--- src/hw/framer_irq_pkg.sv ---
package framer_irq_pkg;

  // register data width and the part of it that carries flags
  localparam int REG_WIDTH = 8;
  localparam int NUM_EVENTS = 6;

  // flag and enable bit positions, shared by both registers
  localparam int BIT_FRAMING = 0;
  localparam int BIT_CRC = 1;
  localparam int BIT_MIMIC = 2;
  localparam int BIT_FRAME_LOSS = 3;
  localparam int BIT_ALIGNMENT = 4;
  localparam int BIT_ROBBED = 5;

  // register indices below the channel digit; byte address is index * 4
  localparam logic [11:0] IDX_FLAGS = 12'hB04;
  localparam logic [11:0] IDX_MASK = 12'hB05;
  localparam logic [11:0] IDX_CTRL = 12'hB06;
  localparam logic [11:0] IDX_STATE = 12'hB07;

  // control and state register fields
  localparam int CTRL_ROBBED_ENABLE = 0;
  localparam int STATE_FRAME_LOSS = 0;
  localparam int STATE_IRQ = 1;

  // values after reset
  localparam logic [5:0] MASK_RESET = 6'h00;
  localparam logic [5:0] FLAGS_RESET = 6'h00;
  localparam logic CTRL_ROBBED_RESET = 1'b0;

  // signaling layout: 24 channels of A, B, C and D bits
  localparam int SIG_CHANNELS = 24;
  localparam int SIG_BITS = 4;
  localparam int SIG_WIDTH = SIG_CHANNELS * SIG_BITS;

  // register selected by the current address
  typedef enum logic [2:0] {
    SEL_NONE,
    SEL_FLAGS,
    SEL_MASK,
    SEL_CTRL,
    SEL_STATE
  } reg_sel_t;

endpackage : framer_irq_pkg

--- src/hw/robbed_bit_change_detect.sv ---
`timescale 1ns/1ps
module robbed_bit_change_detect (
  input wire logic pclk,
  input wire logic presetn,
  input wire logic sig_update,
  input wire logic [framer_irq_pkg::SIG_WIDTH-1:0] sig_bits,
  output logic sig_change
);

  logic primed;
  logic [framer_irq_pkg::SIG_CHANNELS-1:0] differs;

  // one stored nibble per signaling channel, compared on each update
  for (genvar c = 0; c < framer_irq_pkg::SIG_CHANNELS; c++) begin : g_chan
    logic [framer_irq_pkg::SIG_BITS-1:0] held;
    assign differs[c] = sig_update &&
        (sig_bits[c*framer_irq_pkg::SIG_BITS +: framer_irq_pkg::SIG_BITS]
         != held);
    always_ff @(posedge pclk or negedge presetn) begin
      if (!presetn) begin
        held <= 4'h0;
      end else if (sig_update) begin
        held <= sig_bits[c*framer_irq_pkg::SIG_BITS +:
                         framer_irq_pkg::SIG_BITS];
      end
    end
  end

  // the first update after reset only loads the history
  always_ff @(posedge pclk or negedge presetn) begin
    if (!presetn) begin
      primed <= 1'b0;
    end else if (sig_update) begin
      primed <= 1'b1;
    end
  end

  // one-cycle pulse when any bit of any channel moved
  always_ff @(posedge pclk or negedge presetn) begin
    if (!presetn) begin
      sig_change <= 1'b0;
    end else begin
      sig_change <= primed && (|differs);
    end
  end

endmodule : robbed_bit_change_detect

--- src/hw/frame_loss_edge.sv ---
`timescale 1ns/1ps
module frame_loss_edge (
  input wire logic pclk,
  input wire logic presetn,
  input wire logic frame_loss,
  output logic frame_loss_held,
  output logic frame_loss_change
);

  // last seen loss-of-frame level; reset means framed
  always_ff @(posedge pclk or negedge presetn) begin
    if (!presetn) begin
      frame_loss_held <= 1'b0;
    end else begin
      frame_loss_held <= frame_loss;
    end
  end

  // pulse on declaration and on clearance alike
  always_ff @(posedge pclk or negedge presetn) begin
    if (!presetn) begin
      frame_loss_change <= 1'b0;
    end else begin
      frame_loss_change <= frame_loss ^ frame_loss_held;
    end
  end

endmodule : frame_loss_edge

--- src/hw/t1_framer_interrupt_flags.sv ---
// Register access over APB and the address map are this design's own decisions.
`timescale 1ns/1ps
module t1_framer_interrupt_flags #(
  parameter logic [3:0] CHANNEL = 4'h0
) (
  input wire logic pclk,
  input wire logic presetn,
  input wire logic psel,
  input wire logic penable,
  input wire logic pwrite,
  input wire logic [31:0] paddr,
  input wire logic [31:0] pwdata,
  input wire logic [3:0] pstrb,
  output logic [31:0] prdata,
  output logic pready,
  output logic pslverr,
  input wire logic mimic_detect,
  input wire logic crc6_error,
  input wire logic framing_bit_error,
  input wire logic alignment_shift,
  input wire logic frame_loss,
  input wire logic sig_update,
  input wire logic [framer_irq_pkg::SIG_WIDTH-1:0] sig_bits,
  output logic robbed_bit_mode,
  output logic framer_irq
);

  // byte addresses: channel digit leads the index, index times four
  localparam logic [31:0] ADDR_FLAGS =
      {14'h0000, CHANNEL, framer_irq_pkg::IDX_FLAGS, 2'b00};
  localparam logic [31:0] ADDR_MASK =
      {14'h0000, CHANNEL, framer_irq_pkg::IDX_MASK, 2'b00};
  localparam logic [31:0] ADDR_CTRL =
      {14'h0000, CHANNEL, framer_irq_pkg::IDX_CTRL, 2'b00};
  localparam logic [31:0] ADDR_STATE =
      {14'h0000, CHANNEL, framer_irq_pkg::IDX_STATE, 2'b00};

  // register contents
  logic [framer_irq_pkg::NUM_EVENTS-1:0] framer_event_flags;
  logic [framer_irq_pkg::NUM_EVENTS-1:0] framer_event_mask;
  logic [framer_irq_pkg::NUM_EVENTS-1:0] read_snapshot;

  // bus decode
  framer_irq_pkg::reg_sel_t sel;
  logic setup_phase;
  logic access_phase;
  logic rd_access;
  logic wr_access;
  logic low_lane;
  logic [7:0] read_byte;

  // event sources and flag update terms
  logic frame_loss_held;
  logic frame_loss_change;
  logic sig_change;
  logic [framer_irq_pkg::NUM_EVENTS-1:0] events;
  logic [framer_irq_pkg::NUM_EVENTS-1:0] read_clear;
  logic [framer_irq_pkg::NUM_EVENTS-1:0] write_clear;
  logic [framer_irq_pkg::NUM_EVENTS-1:0] next_flags;
  logic next_irq;

  // loss-of-frame level turned into a change pulse
  frame_loss_edge u_frame_loss_edge (
    .pclk(pclk),
    .presetn(presetn),
    .frame_loss(frame_loss),
    .frame_loss_held(frame_loss_held),
    .frame_loss_change(frame_loss_change)
  );

  // per-channel signaling history and change detection
  robbed_bit_change_detect u_robbed_bit_change_detect (
    .pclk(pclk),
    .presetn(presetn),
    .sig_update(sig_update),
    .sig_bits(sig_bits),
    .sig_change(sig_change)
  );

  // address decode; anything off the four words is unmapped
  always_comb begin
    case (paddr)
      ADDR_FLAGS: sel = framer_irq_pkg::SEL_FLAGS;
      ADDR_MASK: sel = framer_irq_pkg::SEL_MASK;
      ADDR_CTRL: sel = framer_irq_pkg::SEL_CTRL;
      ADDR_STATE: sel = framer_irq_pkg::SEL_STATE;
      default: sel = framer_irq_pkg::SEL_NONE;
    endcase
  end

  // apb phases; the slave never inserts wait states
  assign setup_phase = psel && !penable;
  assign access_phase = psel && penable;
  assign pready = 1'b1;
  assign pslverr = access_phase && (sel == framer_irq_pkg::SEL_NONE);
  assign rd_access = access_phase && !pwrite;
  assign wr_access = access_phase && pwrite && pstrb[0];
  assign low_lane = pstrb[0];

  // read mux; unused and reserved bits read as zero
  always_comb begin
    read_byte = 8'h00;
    case (sel)
      framer_irq_pkg::SEL_FLAGS: begin
        read_byte[5:0] = framer_event_flags;
      end
      framer_irq_pkg::SEL_MASK: begin
        read_byte[5:0] = framer_event_mask;
      end
      framer_irq_pkg::SEL_CTRL: begin
        read_byte[framer_irq_pkg::CTRL_ROBBED_ENABLE] = robbed_bit_mode;
      end
      framer_irq_pkg::SEL_STATE: begin
        read_byte[framer_irq_pkg::STATE_FRAME_LOSS] = frame_loss_held;
        read_byte[framer_irq_pkg::STATE_IRQ] = framer_irq;
      end
      default: begin
        read_byte = 8'h00;
      end
    endcase
  end

  // read data is captured in the setup cycle and held through access
  always_ff @(posedge pclk or negedge presetn) begin
    if (!presetn) begin
      prdata <= 32'h00000000;
    end else if (setup_phase && !pwrite) begin
      prdata <= {24'h000000, read_byte};
    end
  end

  // remember exactly which flags the reader was shown
  always_ff @(posedge pclk or negedge presetn) begin
    if (!presetn) begin
      read_snapshot <= framer_irq_pkg::FLAGS_RESET;
    end else if (setup_phase) begin
      if (!pwrite && sel == framer_irq_pkg::SEL_FLAGS) begin
        read_snapshot <= framer_event_flags;
      end else begin
        read_snapshot <= framer_irq_pkg::FLAGS_RESET;
      end
    end
  end

  // enable register, six writable bits
  always_ff @(posedge pclk or negedge presetn) begin
    if (!presetn) begin
      framer_event_mask <= framer_irq_pkg::MASK_RESET;
    end else if (wr_access && sel == framer_irq_pkg::SEL_MASK) begin
      framer_event_mask <= pwdata[5:0];
    end
  end

  // control register: robbed-bit signaling on or off
  always_ff @(posedge pclk or negedge presetn) begin
    if (!presetn) begin
      robbed_bit_mode <= framer_irq_pkg::CTRL_ROBBED_RESET;
    end else if (wr_access && sel == framer_irq_pkg::SEL_CTRL) begin
      robbed_bit_mode <= pwdata[framer_irq_pkg::CTRL_ROBBED_ENABLE];
    end
  end

  // event vector in flag-bit order
  always_comb begin
    events = '0;
    events[framer_irq_pkg::BIT_MIMIC] = mimic_detect;
    events[framer_irq_pkg::BIT_CRC] = crc6_error;
    // no dependence on frame_loss here
    events[framer_irq_pkg::BIT_FRAMING] = framing_bit_error;
    events[framer_irq_pkg::BIT_FRAME_LOSS] = frame_loss_change;
    events[framer_irq_pkg::BIT_ALIGNMENT] = alignment_shift;
    // signaling changes count only with robbed-bit signaling on
    events[framer_irq_pkg::BIT_ROBBED] =
        sig_change && robbed_bit_mode;
  end

  // clears: completed read of shown bits, or write of ones
  assign read_clear = (rd_access && sel == framer_irq_pkg::SEL_FLAGS)
      ? read_snapshot : '0;
  assign write_clear = (wr_access && sel == framer_irq_pkg::SEL_FLAGS)
      ? pwdata[5:0] : '0;

  // per-flag update; an event in the clearing cycle wins over the clear
  for (genvar i = 0; i < framer_irq_pkg::NUM_EVENTS; i++) begin : g_flag
    assign next_flags[i] = (framer_event_flags[i] &&
        !(read_clear[i] || write_clear[i])) || events[i];
  end

  // sticky status flags
  always_ff @(posedge pclk or negedge presetn) begin
    if (!presetn) begin
      framer_event_flags <= framer_irq_pkg::FLAGS_RESET;
    end else begin
      framer_event_flags <= next_flags;
    end
  end

  // request is the OR of enabled flags; signaling gated by mode too
  always_comb begin
    next_irq = |(framer_event_flags & framer_event_mask);
    // bit 5 contributes only while robbed-bit signaling is on
    if (!robbed_bit_mode) begin
      next_irq = |(framer_event_flags & framer_event_mask &
          6'h1F);
    end
  end

  // registered interrupt request, one cycle behind the flags
  always_ff @(posedge pclk or negedge presetn) begin
    if (!presetn) begin
      framer_irq <= 1'b0;
    end else begin
      framer_irq <= next_irq;
    end
  end

  // low byte lane is the only one holding register bits
  logic unused_lanes;
  assign unused_lanes = low_lane;

endmodule : t1_framer_interrupt_flags

--- config.mk ---
export PLATFORM = sky130hd
export DESIGN_NAME = t1_framer_interrupt_flags
export DESIGN_NICKNAME = d
export VERILOG_FILES = /design/src/hw/framer_irq_pkg.sv /design/src/hw/robbed_bit_change_detect.sv /design/src/hw/frame_loss_edge.sv /design/src/hw/t1_framer_interrupt_flags.sv
export SDC_FILE = /design/constraint.sdc
export NUM_CORES = 1
export LEC_CHECK = 0
export BUFFER_PORTS_ARGS = -buffer_cell sky130_fd_sc_hd__buf_2
export CORE_UTILIZATION = 54
export DETAILED_ROUTE_END_ITERATION = 16
export GPL_ROUTABILITY_DRIVEN = 0
export PLACE_DENSITY_LB_ADDON = 0.25
export SLEW_MARGIN = 20
export SYNTH_ARGS = -nofsm -noshare
export SYNTH_HDL_FRONTEND = slang
export SYNTH_SLANG_ARGS = --single-unit
--- constraint.sdc ---
create_clock -name pclk -period 4 [get_ports pclk]
set_clock_uncertainty 0.05 [all_clocks]
set_input_delay 0.6 -clock pclk [delete_from_list [all_inputs] [get_ports pclk]]
set_output_delay 0.6 -clock pclk [all_outputs]
set_load 0.03 [all_outputs]
# Word level (Yosys, flattened, before mapping)
# Index checks and enable logic that the tools add are counted.
[totals]
output_inout_bits = 36
inputBits = 175
register_bits = 126
elab_cells = 144
[op_classes]
n_eq_ne = 32
reduce_logical = 68
bitwise = 2
muxes = 8
[op_table]
columns = ["op", "n"]
rows = [
  ["$eq 32x14->1 const B", 4],
  ["$ne 4x4->1", 24],
  ["$logic_and 1x1->1", 44],
  ["$reduce_or 24->1", 1],
  ["$mux 6", 3],
  ["$logic_or 1x1->1", 12],
  ["$pmux 3 s4", 1],
  ["$logic_not 1->1", 8],
  ["$pmux 4 s2", 1],
  ["$and 6x6->6", 1],
  ["$eq 3x2->1 const B", 2],
  ["$reduce_or 6->1", 1],
  ["$reduce_or 5->1", 1],
  ["$pmux 1 s4", 1],
  ["$eq 3x1->1 const B", 1],
  ["$eq 3x3->1 const B", 1],
  ["$logic_not 3->1", 1],
  ["$pmux 1 s3", 1],
  ["$mux 1", 1],
  ["$xor 1x1->1", 1],
]

# Longest topological paths before layout
[logic_depth]
word_depth = 9
depth_mapped = 6
ltp_nobuf = 5

# Hierarchy
# A second synthesis with hierarchy kept.
[hier_totals]
hier_cells = 484
hier_area_um2 = 6376.1
[by_module_without_submodules]
columns = ["mod", "cells_per_inst", "seq_area_each_um2", "area_per_inst_um2", "instances"]
rows = [
  ["robbed_bit_change_detect", 335, 2452.4, 4639.4, 1],
  ["t1_framer_interrupt_flags", 146, 650.6, 1677.9, 1],
  ["frame_loss_edge", 3, 50.0, 58.8, 1],
]

# Worst setup path after synthesis
# No wires, ideal clock.
[synth_path]
kind = "input-to-output"
start = "input port paddr[20]"
end = "output port pslverr"
path_stages = 5
slack_ps = 1650
path_buffers = 1
arrival_time_ps = 1700
required_time_ps = 3350
path_cell_list = "nor4_2 nand4_1 nor2_1 clkbuf_1 nor2_1"
[synth_via]
elab_chain_len = 4
elab_cells_between_ends = 7
classes_between = "eq/ne (4); mux (1); reduce/logical (2)"
[synth_lines]
columns = ["element", "line_no", "text"]
rows = [
  ["from (decl)", "t1_framer_interrupt_flags.sv:11", "input wire logic [31:0] paddr,"],
  ["$eq 32x14->1", "t1_framer_interrupt_flags.sv:82", "case (paddr)"],
  ["$pmux 3 s4 (*)", "t1_framer_interrupt_flags.sv:82", ""],
  ["$logic_not 3->1 (*)", "t1_framer_interrupt_flags.sv:95", "assign pslverr = access_phase && (sel == framer_irq_pkg::SEL_NONE);"],
  ["$logic_and 1x1->1 (*)", "t1_framer_interrupt_flags.sv:95", ""],
  ["to (decl)", "t1_framer_interrupt_flags.sv:16", "output logic pslverr,"],
]
# Every way passes the cells marked *; elsewhere a longest branch is shown, timed or not.

# Worst setup path in the final report
[layout_path]
start = "input port paddr[27]"
end = "output port pslverr"
# Same word-level chain as after synthesis.

==> impl.org <==
** Yosys
- Unique masters post-synth :: 29
- Most numerous cell in the Yosys netlist :: dfrtp_1
- Post-synthesis instance area :: 6160 um^2
- Async set-or-reset flop fraction in the synthesized netlist :: 100%
- Number of warnings issued by yosys :: 0
- By area the synthesized netlist is led by dfrtp_1, mux2_2, xor2_1, xnor2_1, buf_4.
- Library cell occupying the most area in the post-synthesis netlist :: dfrtp_1
- In the synthesized netlist the dominant register cell turns out to be dfrtp_1.
- FF+latch count, synth :: 126
- Number of enable flip-flop cells after synthesis :: 0
- Sequential area share after synthesis :: 51.2%
- Mean cell area of the mapped netlist :: 12.7 um^2
- In the synthesized netlist, the number of instances is 486.
- Of the post-synthesis cell area, the dominant cell type holds 51.2%.
- The commonest cells after synthesis are dfrtp_1, mux2_2, xor2_1.

** Clocking
- Clock-pin slew reported for the worst setup and hold paths after clock tree synthesis :: 60 ps
- TritonCTS built the clock tree.
- Once the clock tree was built, the resizer swapped 0 gates to a different size.
- In this run, post-CTS hold repair placed 0 buffers.
- The clock reaches the later pin of the worst-skew pair after 410 ps.
- Number of sinks on the clock net :: 126
- Clock tree synthesis selected as its root buffer the cell clkbuf_16.
- Buffers added to address setup during post-CTS repair amount to 0.
- TritonCTS created 17 clock buffers.
- Maximum clock path buffer count :: 2
- H-tree depth :: 4

** Routing
- The detail route stage leaves a number of antenna-violating nets equal to 0.
- Summed over all layers, the routed wires come to 12,600 um.
- After detailed routing, the number of vias per cell comes to 5.21.
- For this run, design rule violations remaining after detail routing come to 0.
- Detailed-route wire length per cell :: 15.7 um
- The detailed router finished its first iteration with 120 violations.
- Before antenna repair, the detailed router went through 4 iterations.
- Total via count after detailed routing :: 4,177

** Die
- After floorplanning, the core was sized to cover 11,000 um^2.
- From left edge to right edge, the die measures 109 um.
- During I/O placement, the number of pins put on the boundary was 211.
- Number of rows in the core area :: 38
- Height of the chip :: 109 um
- The floorplan step defined a die boundary enclosing 11,800 um^2.
- The initial utilization of the core area, before any placement, comes to 56.0%.

** Power
- Portion of total power attributed to the clock network :: 47.2%
- Cell internal power was estimated by the tool at 2.74 mW.
- After layout, the design draws a total of 3.54 mW.
- Total net switching power :: 808 uW
- Power density over the cells :: 463 nW/um^2
- Static Leak :: 3.52 nW
- Sw Share :: 22.8%
- Relative contribution of sequential cells to total power :: 40.8%
- Largest vdd supply drop :: 0.264 mV
- Per report_power, the combinational group accounts for 12.0% of the total.

** Global routing
- In the global route stage, overall resource usage came out at 23.1%.
- Maximum number of pins on one net before global-route repair :: 88
- The initial antenna violation count is 0.
- Wire length of the first global-routing pass :: 20,400 um
- The number of global-route vias before repair is 4,351.
- Overflow left after global routing :: 0

** Setup path
- Worst path required time :: 3350 ps
- In this design, the stage delay of the slowest critical-path cell is 490 ps.
- At the worst endpoint, the arrival time is 2070 ps.
- Critical-path cell list :: buf_2, nor4_2, nand4_1, nor2_1, nor2_1, buf_2
- Setup crit end kind :: output pin
- STA classifies the critical path startpoint as an input pin.
- The largest individual stage delay along the critical path comes from the cell nor2_1.
- Of all nets on the critical path, the largest fanout is 9.
- Kind of critical path :: input pin to output pin

** Worst hold path
- Type of the tightest min-delay check :: input pin to async pin

** Cells and area
- Number of nets at the end of the flow :: 824
- Relative to the synthesized area, the layout overhead comes to 24.2%.
- Multi-input gate area :: 2840 um^2
- 0 antenna diodes ended up in the layout.
- Registers take 3150 um^2.
- Cells fill 69.6% of the core in the end.
- Share of cells above drive strength 1 :: 45.8%
- Fill cell total of the finished layout :: 844

** Placed design
- Timing analysis after detailed placement gives a worst setup slack of 1190 ps.
- IO buf count :: 154
- The wire-length estimate of the detail-placed layout is 9250 um.

** Timing
- Unrepaired setup endpoints after global routing :: no
- Post-route clock period utilization :: 68.0%
- Count of endpoints failing setup in the final report :: 0
- Final hold analysis gives a worst-case slack of 193 ps.
- The final count of pins violating max slew came to 0.
- Maximum clock rate :: 368 MHz
- Subtracting the final worst setup slack from the clock period gives 2720 ps.
- The hold violation count in the final report came to 0.
- Final sum of negative setup slack :: 0 ps
- Worst-margin pin slew :: 893 ps
- Headroom to the max-slew limit came out at 39.6%.
- Setup slack closes at 1280 ps.

** Run
- Max-cap violations :: 0

** Outcome
- Result of the run :: complete, no violations
kinds of logic (layout without fill, tap and decap cells):
logic type	after synthesis	after routing	synth area share, %
AOI/OAI and AO/OA	13	13	1.81
xor gates and xnor gates	97	97	13.8
buffers and inverters	42	193	4.23
DFF	126	126	51.2
muxes	105	105	19.4
other	2	27	0.122
and+or+nand+nor	101	101	9.43
registers in the layout, indices dropped and copies added, names as in the netlist:
signal / flops
framer_event_mask: 6
u_frame_loss_edge.frame_loss_held: 1
u_robbed_bit_change_detect.primed: 1
robbed_bit_mode: 1
u_robbed_bit_change_detect.sig_change: 1
prdata: 6
u_robbed_bit_change_detect.g_chan.held: 96
read_snapshot: 6
framer_irq: 1
u_frame_loss_edge.frame_loss_change: 1
framer_event_flags: 6
metal layers:
metal	part of all wire, %	vias up	track usage [%]
met2	52	147	40.9
li1	-	1994	-
met4	1.7	0	8.49
met3	7.0	20	7.29
met1	39	2016	25.9
met5	0	-	0
through the flow:
stage / area, um^2 / instances
floorplan: 6250 / 511
global placement: 6990 / 770
detailed placement: 6990 / 770
CTS: 7640 / 802
global route: 7640 / 802
finish: 7640 / 802
worst max-delay path: cells and delay by family:
kind          cells  cell delay [ps]
buf+inv           2              300
simple gates      4             1160
final timing paths:
kind                                                                from                                             to  slack, ps  cells past startpoint
max reg2reg                u_robbed_bit_change_detect.g_chan[12].held[2]          u_robbed_bit_change_detect.sig_change       2110                      5
min                                                              presetn  u_robbed_bit_change_detect.g_chan[16].held[3]        190                      1
max                                                            paddr[27]                                        pslverr       1280                      6
min in group pclk                                             frame_loss              u_frame_loss_edge.frame_loss_held        280                      1
max in group asynchronous                                        presetn  u_robbed_bit_change_detect.g_chan[11].held[2]       2880                      2
min reg2reg                            u_robbed_bit_change_detect.primed              u_robbed_bit_change_detect.primed        410                      1
power by group through the flow:
stage / sequential (mW) / combinational [mW] / clock [mW]
after detailed placement: 1.46 / 0.429 / 0
after CTS: 1.44 / 0.433 / 1.70
final: 1.45 / 0.427 / 1.67
after floorplan: 1.45 / 0.293 / 0
after global placement: 1.46 / 0.412 / 0
after global routing: 1.46 / 0.477 / 1.75
placed cells by master, fill, tap and decap left out, types with 2 or more instances in the layout:
cell | synthesis | final
clkbuf_1 | 12 | 2
a22oi_1 | 2 | 2
buf_2 | 1 | 152
dfrtp_1 | 126 | 126
nor4_1 | 20 | 20
nand3_1 | 7 | 7
mux2_2 | 104 | 104
nand4_1 | 22 | 22
clkinv_4 | 0 | 2
nand2_1 | 29 | 29
xnor2_1 | 32 | 32
nor4bb_1 | 3 | 3
clkbuf_16 | 0 | 17
clkinv_2 | 0 | 4
xor2_1 | 65 | 65
nor2b_1 | 2 | 2
or2_2 | 2 | 2
nor4_2 | 4 | 4
and3_1 | 2 | 2
conb_1 | 2 | 27
nor2_1 | 7 | 7
clkbuf_8 | 0 | 2
a31o_1 | 5 | 5
a22o_1 | 3 | 3
bufinv_16 | 0 | 5
buf_4 | 27 | 8
final cells by class:
| type | count | area share [%] |
|---|---|---|
| well taps | 140 | 2.29 |
| repair buffers | 161 | 10.9 |
| clock inverters | 11 | 2.45 |
| flip-flops and latches | 126 | 41.2 |
| clock buffers | 21 | 6.02 |
| multi-input cells | 343 | 37.1 |
Note: power is estimated with default switching activity, not from simulation.
